[config.mk]
export PLATFORM = sky130hd
export DESIGN_NAME = pwl_loader
export DESIGN_NICKNAME = d
export VERILOG_FILES = /design/src/design/pwl_pkg.sv /design/src/design/pwl_word_fetch.sv /design/src/design/pwl_avmm_slave.sv /design/src/design/pwl_loader.sv
export SDC_FILE = /design/constraint.sdc
export NUM_CORES = 2
export LEC_CHECK = 0
export BUFFER_PORTS_ARGS = -buffer_cell sky130_fd_sc_hd__buf_2
export CELL_PAD_IN_SITES_DETAIL_PLACEMENT = 1
export CELL_PAD_IN_SITES_GLOBAL_PLACEMENT = 1
export CORE_AREA = 2 2 650 652
export DETAILED_ROUTE_END_ITERATION = 7
export DIE_AREA = 0 0 652 654
export PLACE_DENSITY_LB_ADDON = 0.3
export RECOVER_POWER = 50
export SYNTH_ARGS = -nofsm -noshare
export SYNTH_HDL_FRONTEND = slang
export SYNTH_HIERARCHICAL = 1
export SYNTH_SLANG_ARGS = --single-unit
[constraint.sdc]
create_clock -name clk -period 4.6 [get_ports clk]
set_clock_uncertainty 0.15 [all_clocks]
set_input_delay 0.23 -clock clk [delete_from_list [all_inputs] [get_ports clk]]
set_output_delay 0.23 -clock clk [all_outputs]
set_load 0.01 [all_outputs]
[src/design/pwl_pkg.sv]
// shared constants and types of the phy word configuration loader
package pwl_pkg;

    localparam int NUM_PORTS = 4;
    localparam int NUM_REGS  = 12;
    localparam int NUM_WORDS = 18;
    localparam int AVM_AW    = 11;

    // configuration-space offsets of the per-port target registers
    localparam logic [7:0] OFS_DESKEW = 8'h68;
    localparam logic [7:0] OFS_PHY0   = 8'h74;
    localparam logic [7:0] OFS_PHY1   = 8'h78;
    localparam logic [7:0] OFS_PHY2   = 8'h7C;
    localparam logic [7:0] OFS_XPORT4 = 8'h84;
    localparam logic [7:0] OFS_XPORT5 = 8'h88;
    localparam logic [7:0] OFS_TLCTRL = 8'h8C;
    localparam logic [7:0] OFS_PHY3   = 8'h90;
    localparam logic [7:0] OFS_MARGIN = 8'h94;
    localparam logic [7:0] OFS_BUFCTL = 8'h98;
    localparam logic [7:0] OFS_CAP    = 8'hE4;
    localparam logic [7:0] OFS_DEEMPH = 8'hF0;

    // storage index of each target register
    localparam int I_DESKEW = 0, I_PHY0 = 1, I_PHY1 = 2, I_PHY2 = 3, I_XPORT4 = 4;
    localparam int I_XPORT5 = 5, I_TLCTRL = 6, I_PHY3 = 7, I_MARGIN = 8, I_BUFCTL = 9;
    localparam int I_CAP = 10, I_DEEMPH = 11;

    localparam logic [31:0] CFG_RESET = 32'h0000_0000;

    // word addresses in the store
    localparam logic [7:0] W_MARGIN    = 8'h0E;
    localparam logic [7:0] W_PHY0      = 8'h10;
    localparam logic [7:0] W_PHY1      = 8'h12;
    localparam logic [7:0] W_PHY2      = 8'h14;
    localparam logic [7:0] W_X4LO      = 8'h16;
    localparam logic [7:0] W_X4HI      = 8'h18;
    localparam logic [7:0] W_X5LO      = 8'h1A;
    localparam logic [7:0] W_X5HI      = 8'h1C;
    localparam logic [7:0] W_DELTA     = 8'h1E;
    localparam logic [7:0] W_PORT_BASE = 8'h20;
    localparam logic [7:0] W_PORT_LAST = 8'h26;
    localparam logic [7:0] W_P2_BASE   = 8'h30;
    localparam logic [7:0] W_P2_LAST   = 8'h36;
    localparam logic [7:0] W_PORT0     = 8'h40;
    localparam logic [7:0] WORD_STEP   = 8'h02;
    localparam int SEQ_COMMON = 9;
    localparam int SEQ_PORT   = 4;

    // field positions: WB_ in the word, the rest in the target register
    localparam int DRV_W = 5, WB_LO = 0, WB_MID = 5, WB_HI = 10, WB_TOP = 15;
    localparam int CAP_OBFF = 18, NOM_LSB = 16, TL_GEN2 = 31, EMP_LSB = 16, TL_X6B0 = 16;
    localparam int LAT_LSB = 0, LAT_W = 4, RXDET_LSB = 4, RXDET_W = 3;
    localparam int WB_HALFD = 7, HALFD_LSB = 15, WB_X6HI = 12, TL_X6HI = 17, X6HI_W = 4;
    localparam int HALF_W = 16, X4_HI = 16, X5_HI = 16, X5HI_W = 8;
    localparam int WB_X6MID = 8, TL_X6MID = 21, X6MID_W = 3, WB_BUF = 11, BUF_LSB = 16;
    localparam int DELTA_LSB = 20, DELTA_W = 2, NUM_DELTA = 6, WB_MAC = 12, MAC_LSB = 26;
    localparam int MAC_W = 4, FTS_W = 8, WB_DSK = 8, DSK_LSB = 13, FLD2_W = 2;
    localparam int WB_SCR = 10, SCR_LSB = 8, WB_L0S = 12, L0S_BIT = 10;
    localparam int WB_SPD = 13, SPD_LSB = 12, SPD_EN = 14, P2HI_LSB = 16, P2HI_W = 15;
    localparam int P2MID_LSB = 8, WB_P3 = 5, P3_W = 7, P3_LSB = 0;
    localparam int WB_DEEMPH = 12, DEEMPH_BIT = 6, WB_C2D = 13, C2D_BIT = 11;

    // software registers of the loader itself
    localparam logic [AVM_AW-1:0] A_CTRL   = 11'h400;
    localparam logic [AVM_AW-1:0] A_STATUS = 11'h404;
    localparam int CTRL_RELOAD = 0, ST_BUSY = 0, ST_DONE = 1, ST_IDX_LSB = 8;

    typedef enum logic [2:0] {
        ST_IDLE  = 3'b000,
        ST_REQ   = 3'b001,
        ST_WAIT  = 3'b010,
        ST_APPLY = 3'b011,
        ST_FIN   = 3'b100
    } pwl_state_t;

    typedef logic [NUM_PORTS-1:0][NUM_REGS-1:0][31:0] pwl_cfg_t;

    typedef struct packed {
        logic              read;
        logic              write;
        logic [AVM_AW-1:0] address;
        logic [31:0]       writedata;
        logic [3:0]        byteenable;
    } pwl_avm_t;

    typedef struct packed {
        logic        req;
        logic [7:0]  addr;
    } pwl_store_req_t;

    typedef struct packed {
        logic        valid;
        logic [15:0] data;
    } pwl_store_rsp_t;

endpackage

[src/design/pwl_word_fetch.sv]
// single-word read handshake towards the configuration word store
`timescale 1ns/10ps
module pwl_word_fetch (
    // clock and reset
    input  wire logic                    clk,
    input  wire logic                    rstn,
    // loader side
    input  wire logic                    go,
    input  wire logic [7:0]              go_addr,
    output logic                         done,
    output logic [15:0]                  data,
    // store side
    output pwl_pkg::pwl_store_req_t      store_req,
    input  wire pwl_pkg::pwl_store_rsp_t store_rsp
);
    import pwl_pkg::*;

    typedef struct packed {
        pwl_store_req_t req;
        logic           done;
        logic [15:0]    data;
    } pwl_fetch_t;

    pwl_fetch_t st;
    pwl_fetch_t next_st;

    always_comb begin
        next_st = st;
        next_st.done = 1'b0;
        if (go && !st.req.req) begin
            next_st.req.req  = 1'b1;
            next_st.req.addr = go_addr;
        end
        // request stays up until the store answers; a slow store only stalls
        if (st.req.req && store_rsp.valid) begin
            next_st.req.req = 1'b0;
            next_st.done    = 1'b1;
            next_st.data    = store_rsp.data;
        end
    end

    always_ff @(posedge clk) begin
        if (!rstn) begin
            st <= '0;
        end else begin
            st <= next_st;
        end
    end

    assign store_req = st.req;
    assign done      = st.done;
    assign data      = st.data;
endmodule

[src/design/pwl_avmm_slave.sv]
// avalon-mm slave handshake: one wait cycle, then completion
`timescale 1ns/10ps
module pwl_avmm_slave (
    // clock and reset
    input  wire logic              clk,
    input  wire logic              rstn,
    // bus
    input  wire pwl_pkg::pwl_avm_t avm,
    output logic                   waitrequest,
    output logic [31:0]            readdata,
    // register file side
    input  wire logic [31:0]       rd_word,
    output logic                   wr_stb
);
    import pwl_pkg::*;

    typedef struct packed {
        logic        waitreq;
        logic [31:0] rdata;
    } pwl_slv_t;

    pwl_slv_t st;
    pwl_slv_t next_st;

    always_comb begin
        next_st = st;
        next_st.waitreq = 1'b1;
        if ((avm.read || avm.write) && st.waitreq) begin
            next_st.waitreq = 1'b0;
            if (avm.read) begin
                next_st.rdata = rd_word;
            end
        end
    end

    always_ff @(posedge clk) begin
        if (!rstn) begin
            st <= '{waitreq: 1'b1, rdata: 32'h0000_0000};
        end else begin
            st <= next_st;
        end
    end

    assign waitrequest = st.waitreq;
    assign readdata    = st.rdata;
    // the write lands at the edge where the master sees waitrequest low
    assign wr_stb      = avm.write && !st.waitreq;
endmodule

[src/design/pwl_loader.sv]
// phy word configuration loader: word store to per-port configuration registers
//
// Behaviour
// - word 0Eh three 5-bit fields go to 94h [14:0], ports 0-2
// - word 0Eh bit 15 sets 94h-side capability bit E4h[18], ports 0-2
// - word 10h three 5-bit fields go to 74h [30:16], ports 0-2
// - word 10h bit 15 goes to 8Ch bit 31, ports 0-2
// - word 12h three 5-bit fields go to 78h [30:16], ports 0-2
// - word 12h bit 15 goes to 8Ch bit 16, ports 0-2
// - word 14h [3:0] to 7Ch [3:0], [6:4] to 7Ch [6:4], ports 0-2
// - word 14h [11:7] to 90h [19:15], [15:12] to 8Ch [20:17]
// - word 1Ah to 88h [15:0], word 1Ch [7:0] to 88h [23:16]
// - word 1Ch [10:8] to 8Ch [23:21], [15:11] to 98h [20:16]
// - word 1Eh six 2-bit fields go to 90h [31:20], ports 0-2
// - word 1Eh [15:12] goes to 8Ch [29:26], ports 0-2
// - words 20h-26h serve ports 0-3; [7:0] to 78h [7:0]
// - per-port word [9:8] goes to 68h [14:13] of that port
// - per-port word [11:10] to 78h [9:8], bit 12 to 78h bit 10
// - per-port word [14:13] to 78h [13:12], bit 15 to 78h bit 14
// - words 30h-36h [14:0] go to 7Ch [30:16] of ports 0-3
// - word 40h [4:0] to port 0 7Ch [12:8], [11:5] to 90h [6:0]
// - word 40h bit 12 goes to port 0 F0h bit 6
// - word 40h bit 13 goes to port 0 78h bit 11
`timescale 1ns/10ps
module pwl_loader (
    // clock and reset
    input  wire logic                    clk,
    input  wire logic                    rstn,
    // register bus
    input  wire pwl_pkg::pwl_avm_t       avm,
    output logic                         waitrequest,
    output logic [31:0]                  readdata,
    // word store
    output pwl_pkg::pwl_store_req_t      store_req,
    input  wire pwl_pkg::pwl_store_rsp_t store_rsp,
    // port configuration
    output pwl_pkg::pwl_cfg_t            cfg_out,
    output logic                         ports_release
);
    import pwl_pkg::*;

    localparam logic [4:0] LAST_IDX = 5'(NUM_WORDS - 1);

    typedef struct packed {
        pwl_state_t  state;
        logic [4:0]  idx;
        logic [7:0]  waddr;
        logic [15:0] wdata;
        logic        fetch_go;
        logic        pend;
        logic        busy;
        logic        done;
        pwl_cfg_t    cfg;
    } pwl_core_t;

    pwl_core_t   st;
    pwl_core_t   next_st;
    logic        fetch_done;
    logic [15:0] fetch_data;
    logic        wr_stb;
    logic [31:0] rd_word;

    function automatic logic [31:0] put(logic [31:0] r, int lsb, int w, logic [31:0] v);
        logic [31:0] m;
        m = ((32'h1 << w) - 32'h1) << lsb;
        put = (r & ~m) | ((v << lsb) & m);
    endfunction

    function automatic logic [31:0] get(logic [15:0] d, int wb);
        get = {16'h0000, d} >> wb;
    endfunction

    // load order: common words, per-port words, second phy words, port 0 word
    function automatic logic [7:0] seq_addr(logic [4:0] i);
        logic [7:0] k;
        k = {3'b000, i};
        if (i < 5'(SEQ_COMMON)) begin
            seq_addr = W_MARGIN + WORD_STEP * k;
        end else if (i < 5'(SEQ_COMMON + SEQ_PORT)) begin
            seq_addr = W_PORT_BASE + WORD_STEP * (k - 8'(SEQ_COMMON));
        end else if (i < 5'(SEQ_COMMON + 2 * SEQ_PORT)) begin
            seq_addr = W_P2_BASE + WORD_STEP * (k - 8'(SEQ_COMMON + SEQ_PORT));
        end else begin
            seq_addr = W_PORT0;
        end
    endfunction

    // only the fields a word names are touched, the rest keep their value
    function automatic pwl_cfg_t apply_word(pwl_cfg_t c, logic [7:0] a, logic [15:0] d);
        pwl_cfg_t   r;
        logic [1:0] pp;
        r = c;
        pp = 2'(a[7:1] - W_PORT_BASE[7:1]);
        if (a >= W_PORT_BASE && a <= W_PORT_LAST) begin
            r[pp][I_PHY1] = put(r[pp][I_PHY1], 0, FTS_W, get(d, WB_LO));
            r[pp][I_DESKEW] = put(r[pp][I_DESKEW], DSK_LSB, FLD2_W, get(d, WB_DSK));
            r[pp][I_PHY1] = put(r[pp][I_PHY1], SCR_LSB, FLD2_W, get(d, WB_SCR));
            r[pp][I_PHY1] = put(r[pp][I_PHY1], L0S_BIT, 1, get(d, WB_L0S));
            r[pp][I_PHY1] = put(r[pp][I_PHY1], SPD_LSB, FLD2_W, get(d, WB_SPD));
            r[pp][I_PHY1] = put(r[pp][I_PHY1], SPD_EN, 1, get(d, WB_TOP));
        end else if (a >= W_P2_BASE && a <= W_P2_LAST) begin
            pp = 2'(a[7:1] - W_P2_BASE[7:1]);
            r[pp][I_PHY2] = put(r[pp][I_PHY2], P2HI_LSB, P2HI_W, get(d, WB_LO));
        end else if (a == W_PORT0) begin
            r[0][I_PHY2] = put(r[0][I_PHY2], P2MID_LSB, DRV_W, get(d, WB_LO));
            r[0][I_PHY3] = put(r[0][I_PHY3], P3_LSB, P3_W, get(d, WB_P3));
            r[0][I_DEEMPH] = put(r[0][I_DEEMPH], DEEMPH_BIT, 1, get(d, WB_DEEMPH));
            r[0][I_PHY1] = put(r[0][I_PHY1], C2D_BIT, 1, get(d, WB_C2D));
        end else begin
            // common words reach ports 0 to 2 only
            for (int p = 0; p < NUM_PORTS - 1; p++) begin
                case (a)
                    W_MARGIN: begin
                        r[p][I_MARGIN] = put(r[p][I_MARGIN], 0, 3 * DRV_W, get(d, WB_LO));
                        r[p][I_CAP] = put(r[p][I_CAP], CAP_OBFF, 1, get(d, WB_TOP));
                    end
                    W_PHY0: begin
                        r[p][I_PHY0] = put(r[p][I_PHY0], NOM_LSB, 3 * DRV_W, get(d, WB_LO));
                        r[p][I_TLCTRL] = put(r[p][I_TLCTRL], TL_GEN2, 1, get(d, WB_TOP));
                    end
                    W_PHY1: begin
                        r[p][I_PHY1] = put(r[p][I_PHY1], EMP_LSB, 3 * DRV_W, get(d, WB_LO));
                        r[p][I_TLCTRL] = put(r[p][I_TLCTRL], TL_X6B0, 1, get(d, WB_TOP));
                    end
                    W_PHY2: begin
                        r[p][I_PHY2] = put(r[p][I_PHY2], LAT_LSB, LAT_W, get(d, WB_LO));
                        r[p][I_PHY2] = put(r[p][I_PHY2], RXDET_LSB, RXDET_W, get(d, RXDET_LSB));
                        r[p][I_PHY3] = put(r[p][I_PHY3], HALFD_LSB, DRV_W, get(d, WB_HALFD));
                        r[p][I_TLCTRL] = put(r[p][I_TLCTRL], TL_X6HI, X6HI_W, get(d, WB_X6HI));
                    end
                    W_X4LO: begin
                        r[p][I_XPORT4] = put(r[p][I_XPORT4], 0, HALF_W, get(d, WB_LO));
                    end
                    W_X4HI: begin
                        r[p][I_XPORT4] = put(r[p][I_XPORT4], X4_HI, HALF_W, get(d, WB_LO));
                    end
                    W_X5LO: begin
                        r[p][I_XPORT5] = put(r[p][I_XPORT5], 0, HALF_W, get(d, WB_LO));
                    end
                    W_X5HI: begin
                        r[p][I_XPORT5] = put(r[p][I_XPORT5], X5_HI, X5HI_W, get(d, WB_LO));
                        r[p][I_TLCTRL] = put(r[p][I_TLCTRL], TL_X6MID, X6MID_W, get(d, WB_X6MID));
                        r[p][I_BUFCTL] = put(r[p][I_BUFCTL], BUF_LSB, DRV_W, get(d, WB_BUF));
                    end
                    W_DELTA: begin
                        for (int k = 0; k < NUM_DELTA; k++) begin
                            r[p][I_PHY3] = put(r[p][I_PHY3], DELTA_LSB + DELTA_W * k, DELTA_W,
                                               get(d, DELTA_W * k));
                        end
                        r[p][I_TLCTRL] = put(r[p][I_TLCTRL], MAC_LSB, MAC_W, get(d, WB_MAC));
                    end
                    default: begin
                        r[p] = r[p];
                    end
                endcase
            end
        end
        apply_word = r;
    endfunction

    function automatic int reg_index(logic [7:0] ofs);
        case (ofs)
            OFS_DESKEW: reg_index = I_DESKEW;
            OFS_PHY0:   reg_index = I_PHY0;
            OFS_PHY1:   reg_index = I_PHY1;
            OFS_PHY2:   reg_index = I_PHY2;
            OFS_XPORT4: reg_index = I_XPORT4;
            OFS_XPORT5: reg_index = I_XPORT5;
            OFS_TLCTRL: reg_index = I_TLCTRL;
            OFS_PHY3:   reg_index = I_PHY3;
            OFS_MARGIN: reg_index = I_MARGIN;
            OFS_BUFCTL: reg_index = I_BUFCTL;
            OFS_CAP:    reg_index = I_CAP;
            OFS_DEEMPH: reg_index = I_DEEMPH;
            default:    reg_index = -1;
        endcase
    endfunction

    // read view: per-port windows below A_CTRL, loader registers above
    always_comb begin
        int ri;
        ri = reg_index(avm.address[7:0]);
        rd_word = 32'h0000_0000;
        if (avm.address == A_STATUS) begin
            rd_word[ST_BUSY] = st.busy;
            rd_word[ST_DONE] = st.done;
            rd_word[ST_IDX_LSB +: 5] = st.idx;
        end else if (!avm.address[AVM_AW-1] && ri >= 0) begin
            rd_word = st.cfg[avm.address[9:8]][ri];
        end
    end

    always_comb begin
        next_st = st;
        next_st.fetch_go = 1'b0;
        case (st.state)
            ST_IDLE: begin
                if (st.pend) begin
                    next_st.pend  = 1'b0;
                    next_st.idx   = 5'h00;
                    next_st.busy  = 1'b1;
                    next_st.done  = 1'b0;
                    next_st.state = ST_REQ;
                end
            end
            ST_REQ: begin
                next_st.waddr    = seq_addr(st.idx);
                next_st.fetch_go = 1'b1;
                next_st.state    = ST_WAIT;
            end
            ST_WAIT: begin
                if (fetch_done) begin
                    next_st.wdata = fetch_data;
                    next_st.state = ST_APPLY;
                end
            end
            ST_APPLY: begin
                next_st.cfg = apply_word(st.cfg, st.waddr, st.wdata);
                if (st.idx == LAST_IDX) begin
                    next_st.state = ST_FIN;
                end else begin
                    next_st.idx   = st.idx + 5'h01;
                    next_st.state = ST_REQ;
                end
            end
            ST_FIN: begin
                next_st.busy  = 1'b0;
                next_st.done  = 1'b1;
                next_st.state = ST_IDLE;
            end
            default: begin
                next_st.state = ST_IDLE;
            end
        endcase
        // a reload during a load is ignored so that no field sees two words
        // placed after the state logic so a set meeting the start-of-load clear wins
        if (wr_stb && avm.address == A_CTRL && avm.byteenable[0] &&
            avm.writedata[CTRL_RELOAD] && !st.busy) begin
            next_st.pend = 1'b1;
        end
    end

    always_ff @(posedge clk) begin
        if (!rstn) begin
            st      <= '0;
            st.pend <= 1'b1;
            st.cfg  <= {(NUM_PORTS * NUM_REGS){CFG_RESET}};
        end else begin
            st <= next_st;
        end
    end

    pwl_word_fetch u_fetch (
        .clk       (clk),
        .rstn      (rstn),
        .go        (st.fetch_go),
        .go_addr   (st.waddr),
        .done      (fetch_done),
        .data      (fetch_data),
        .store_req (store_req),
        .store_rsp (store_rsp)
    );

    pwl_avmm_slave u_slave (
        .clk         (clk),
        .rstn        (rstn),
        .avm         (avm),
        .waitrequest (waitrequest),
        .readdata    (readdata),
        .rd_word     (rd_word),
        .wr_stb      (wr_stb)
    );

    assign cfg_out       = st.cfg;
    assign ports_release = st.done;
endmodule

==> impl_results.md <==
* Async SR Flop Fraction at 0%
* CP arrival at 4.60 ns
* Initial Utilization at 9.980%
* Worst Path Max Fanout at around 100
* Core Rows at around 240
* Ys Warns at 6
* Most common flop cell mapped by yosys: dfxtp_1
* First-pass GRT wire length at 374.5 mm
* Post-cts resize count at 0
* Share of post-route cells with drive strength above 1 at between 10% and 20%
* Die H at between 600 and 700 microns
* Hold Fails Final Rpt at 0
* Critical Path End: u_fetch/store_req[7]$_SDFFE_PN0P_
* GRT Residual Overflow at 0
* Max-Cap Viols at 5
* Top Ports at 1647
* Maximum vdd drop at 0.2655 mV
* Routability cong. at 0.8692
* CTS tree: yes
* Final ANT Viol Nets at 0
* Final setup fails at 0
* Largest net degree at the start of global routing at 128
* I/O Buffers at between 800 and 900
* Longest Clk Path Bufs at 4
* Fmax at 0.2504 GHz
* Critical Path RT at between 5 and 6 ns
* Tcrit/Tclk final at 86.83%
* RSZ-0062 raised after global routing: false
* Die width at 652 microns
* Leakage at roughly 17 nW
* Worst slew pin tran at slightly above 3 ns
* Finished Core Util at 11.27%
* Area grow syn2layout at 12.97%
* Clk slew on worst S/H paths at 0.06 ns
* Crit Reg-Reg Endpoint: cfg_out[83]$_SDFFE_PN0P_
* Worst setup EP type: flip-flop
* 1st-iter DRT viols at about 1800
* Num CTS Buffers at 97
* Crit path launch: rstn
* Status: complete, but fails checks
* Hold WC Path Type: in2reg
* Minimum clock period at 3.994 ns
* Failing checks: max-capacitance violations, max-slew violations
* Reg2reg setup slack at approximately 1 ns
* Cells after Synth at 4767
* Initial antenna violation count at 61
* Htree depth at 3
* # clock sinks at slightly above 700
* Routed len/inst at 29.42 microns
* Synth cell types at 78
* Design area at around 0.047 sq mm
* Reg2reg path depth at 7
* First-pass DRT Iterations at 5
* Layout net count at roughly 4900
* Sequential element share of the synthesized area at ~34%
* Post-synth EDFFs at 0
* Slew Limit Fails at 452
* Yosys reg bits at 708
* WS Path Type: in2reg
* GRT Util Overall at 13.79%
* Vias in the first global route at 30220
* Final WL at 308.0 mm
* Mapped Area at between 0.04 and 0.05 sq mm
* Root Buffer: clkbuf_16
* Final hold slack at 0.2343 ns
* Core footprint at 0.4193 sq mm
* DR vias at roughly 32000
* Drt drc at 0
* DP Area at 0.04431 sq mm
* DP Wirelength at 259.5 mm
* Latest clock arrival within the worst-skew pair at approximately 0.84 ns
* TNS Setup at 0 ns
* Die area at 0.4264 sq mm
* Via/cell ratio at 3.010
* Slew headroom at -105.2%
* Critical R2R Launch: st[1562]$_SDFFE_PN0P_
* CP startpoint kind: input pin
* P per Cell Area at 319.5 mW/mm^2
* Syn Area/Cell at 8.778 sq um
[synthesized netlist by cell type (9+ instances only)]
master    number  area share, %
buf_4       1544             28
dfxtp_1      708             34
nand2_1      597            5.4
and2_1       319            4.8
a21boi_0     203            3.6
clkbuf_1     190            1.7
mux2i_1      126            3.0
nor2b_1      124            1.9
a21oi_1      121            1.4
o21ai_0      102            1.2
mux4_2        96            5.2
nor2_1        93           0.83
nand3_1       61           0.73
nand4_1       57           0.85
buf_2         53           0.63
o21ai_2       39           0.82
nor3_1        30           0.36
a22oi_1       21           0.38
a221oi_1      20           0.42
a32oi_1       15           0.31
nand2b_1      14           0.21
buf_6         13           0.35
a211oi_1      11           0.20
and3_1        11           0.16
inv_1         10          0.090
buf_1          9          0.081
[state kept, by name (all words and copies together) (netlist names)]
name                 count
u_slave/readdata        32
u_fetch/done             1
u_fetch/data            16
cfg_out                614
ports_release            1
u_fetch/store_req        9
u_slave/waitrequest      1
st                      34
[how the worst min path moves through the flow]
stage / slack, ns / to / from / cells after the start
finish: 0.23 / u_slave/readdata[10]$_SDFFE_PN0P_ / avm[38] / 6
global route: 0.18 / u_slave/readdata[10]$_SDFFE_PN0P_ / avm[38] / 6
CTS: 0.12 / u_slave/readdata[10]$_SDFFE_PN0P_ / avm[38] / 6
detailed placement: 0.29 / u_slave/readdata[24]$_SDFFE_PN0P_ / u_slave/readdata[24]$_SDFFE_PN0P_ / 2
global placement: 0.30 / u_slave/readdata[24]$_SDFFE_PN0P_ / u_slave/readdata[24]$_SDFFE_PN0P_ / 2
floorplan: 0.21 / u_slave/waitrequest$_SDFF_PN1_ / avm[47] / 1
[metrics by stage]
step	worst slack, ns	std cells	total power, W
after detailed placement	0.6386	10210	0.007454
after global placement	0.6355	10210	0.007443
after global routing	0.3764	10440	0.01571
after CTS	0.8736	10440	0.01541
final	0.6060	10470	0.01510
after floorplan	1.930	5488	0.007528
[cell families after synthesis]
logic type	count (synthesis)	synth area share (%)
buffers and inverters	1820	30.61
and+or+nand+nor	1357	16.20
other	1	0.008962
adders and majority gates	5	0.1495
DFF	708	33.87
xor gates and xnor gates	9	0.1884
muxes	235	8.531
AOI/OAI and AO/OA	632	10.44
[critical path, stage by stage]
cell           delay [ns]
dlygate4sd3_1        0.56
buf_8                0.54
clkbuf_1             2.22
nand2_1              0.59
mux2i_1              0.32
[cell usage in the layout (no fill, tap or decap), types with 14 or more instances in the layout]
master / instances
buf_2: 338
dfxtp_1: 705
dlygate4sd3_1: 58
nor3_1: 26
clkbuf_16: 97
diode_2: 29
conb_1: 722
nand2_1: 594
clkbuf_1: 588
a32oi_1: 15
o21ai_2: 39
a221oi_1: 20
mux4_2: 96
mux2i_1: 126
buf_4: 107
clkbuf_8: 16
and2_0: 45
a21boi_0: 203
nand3_1: 60
a21oi_1: 119
nand4_1: 57
nand2b_1: 14
and2_1: 274
nor2b_1: 123
a22oi_1: 21
o21ai_0: 102
nor2_1: 89
[what timing repair did]
item                                   CTS  global route
hold buffers                            58             0
endpoints found under the hold margin  144             0
setup endpoints to repair                0             0
buffers inserted                         0             0
[final cells by class]
type / count / area (sq um)
timing repair buffer: 1073 / 5320
tap: 5520 / 6907
multi-input combinational: 2960 / 17670
clock buffer: 141 / 2743
inverter: 10 / 37.54
fill: 50070 / 372000
antenna: 29 / 72.57
sequential: 708 / 14180
clock inverter: 28 / 336.6
[routing by layer]
metal	routed length (microns)	up-vias	GRT usage [%]
met1	119700	16170	15.77
li1	-	13760	-
met3	19820	272	3.360
met2	158300	1321	25.20
met5	0	-	0
met4	10240	0	3.978
[power breakdown]
part	switching [W]	internal (W)	total (W)	leakage [nW]
registers	0.0000442	0.00616	0.00620	5.70
logic	0.000896	0.000265	0.00116	10.0
clock network	0.00332	0.00442	0.00774	1.49
(Power assumes the default switching activity.)
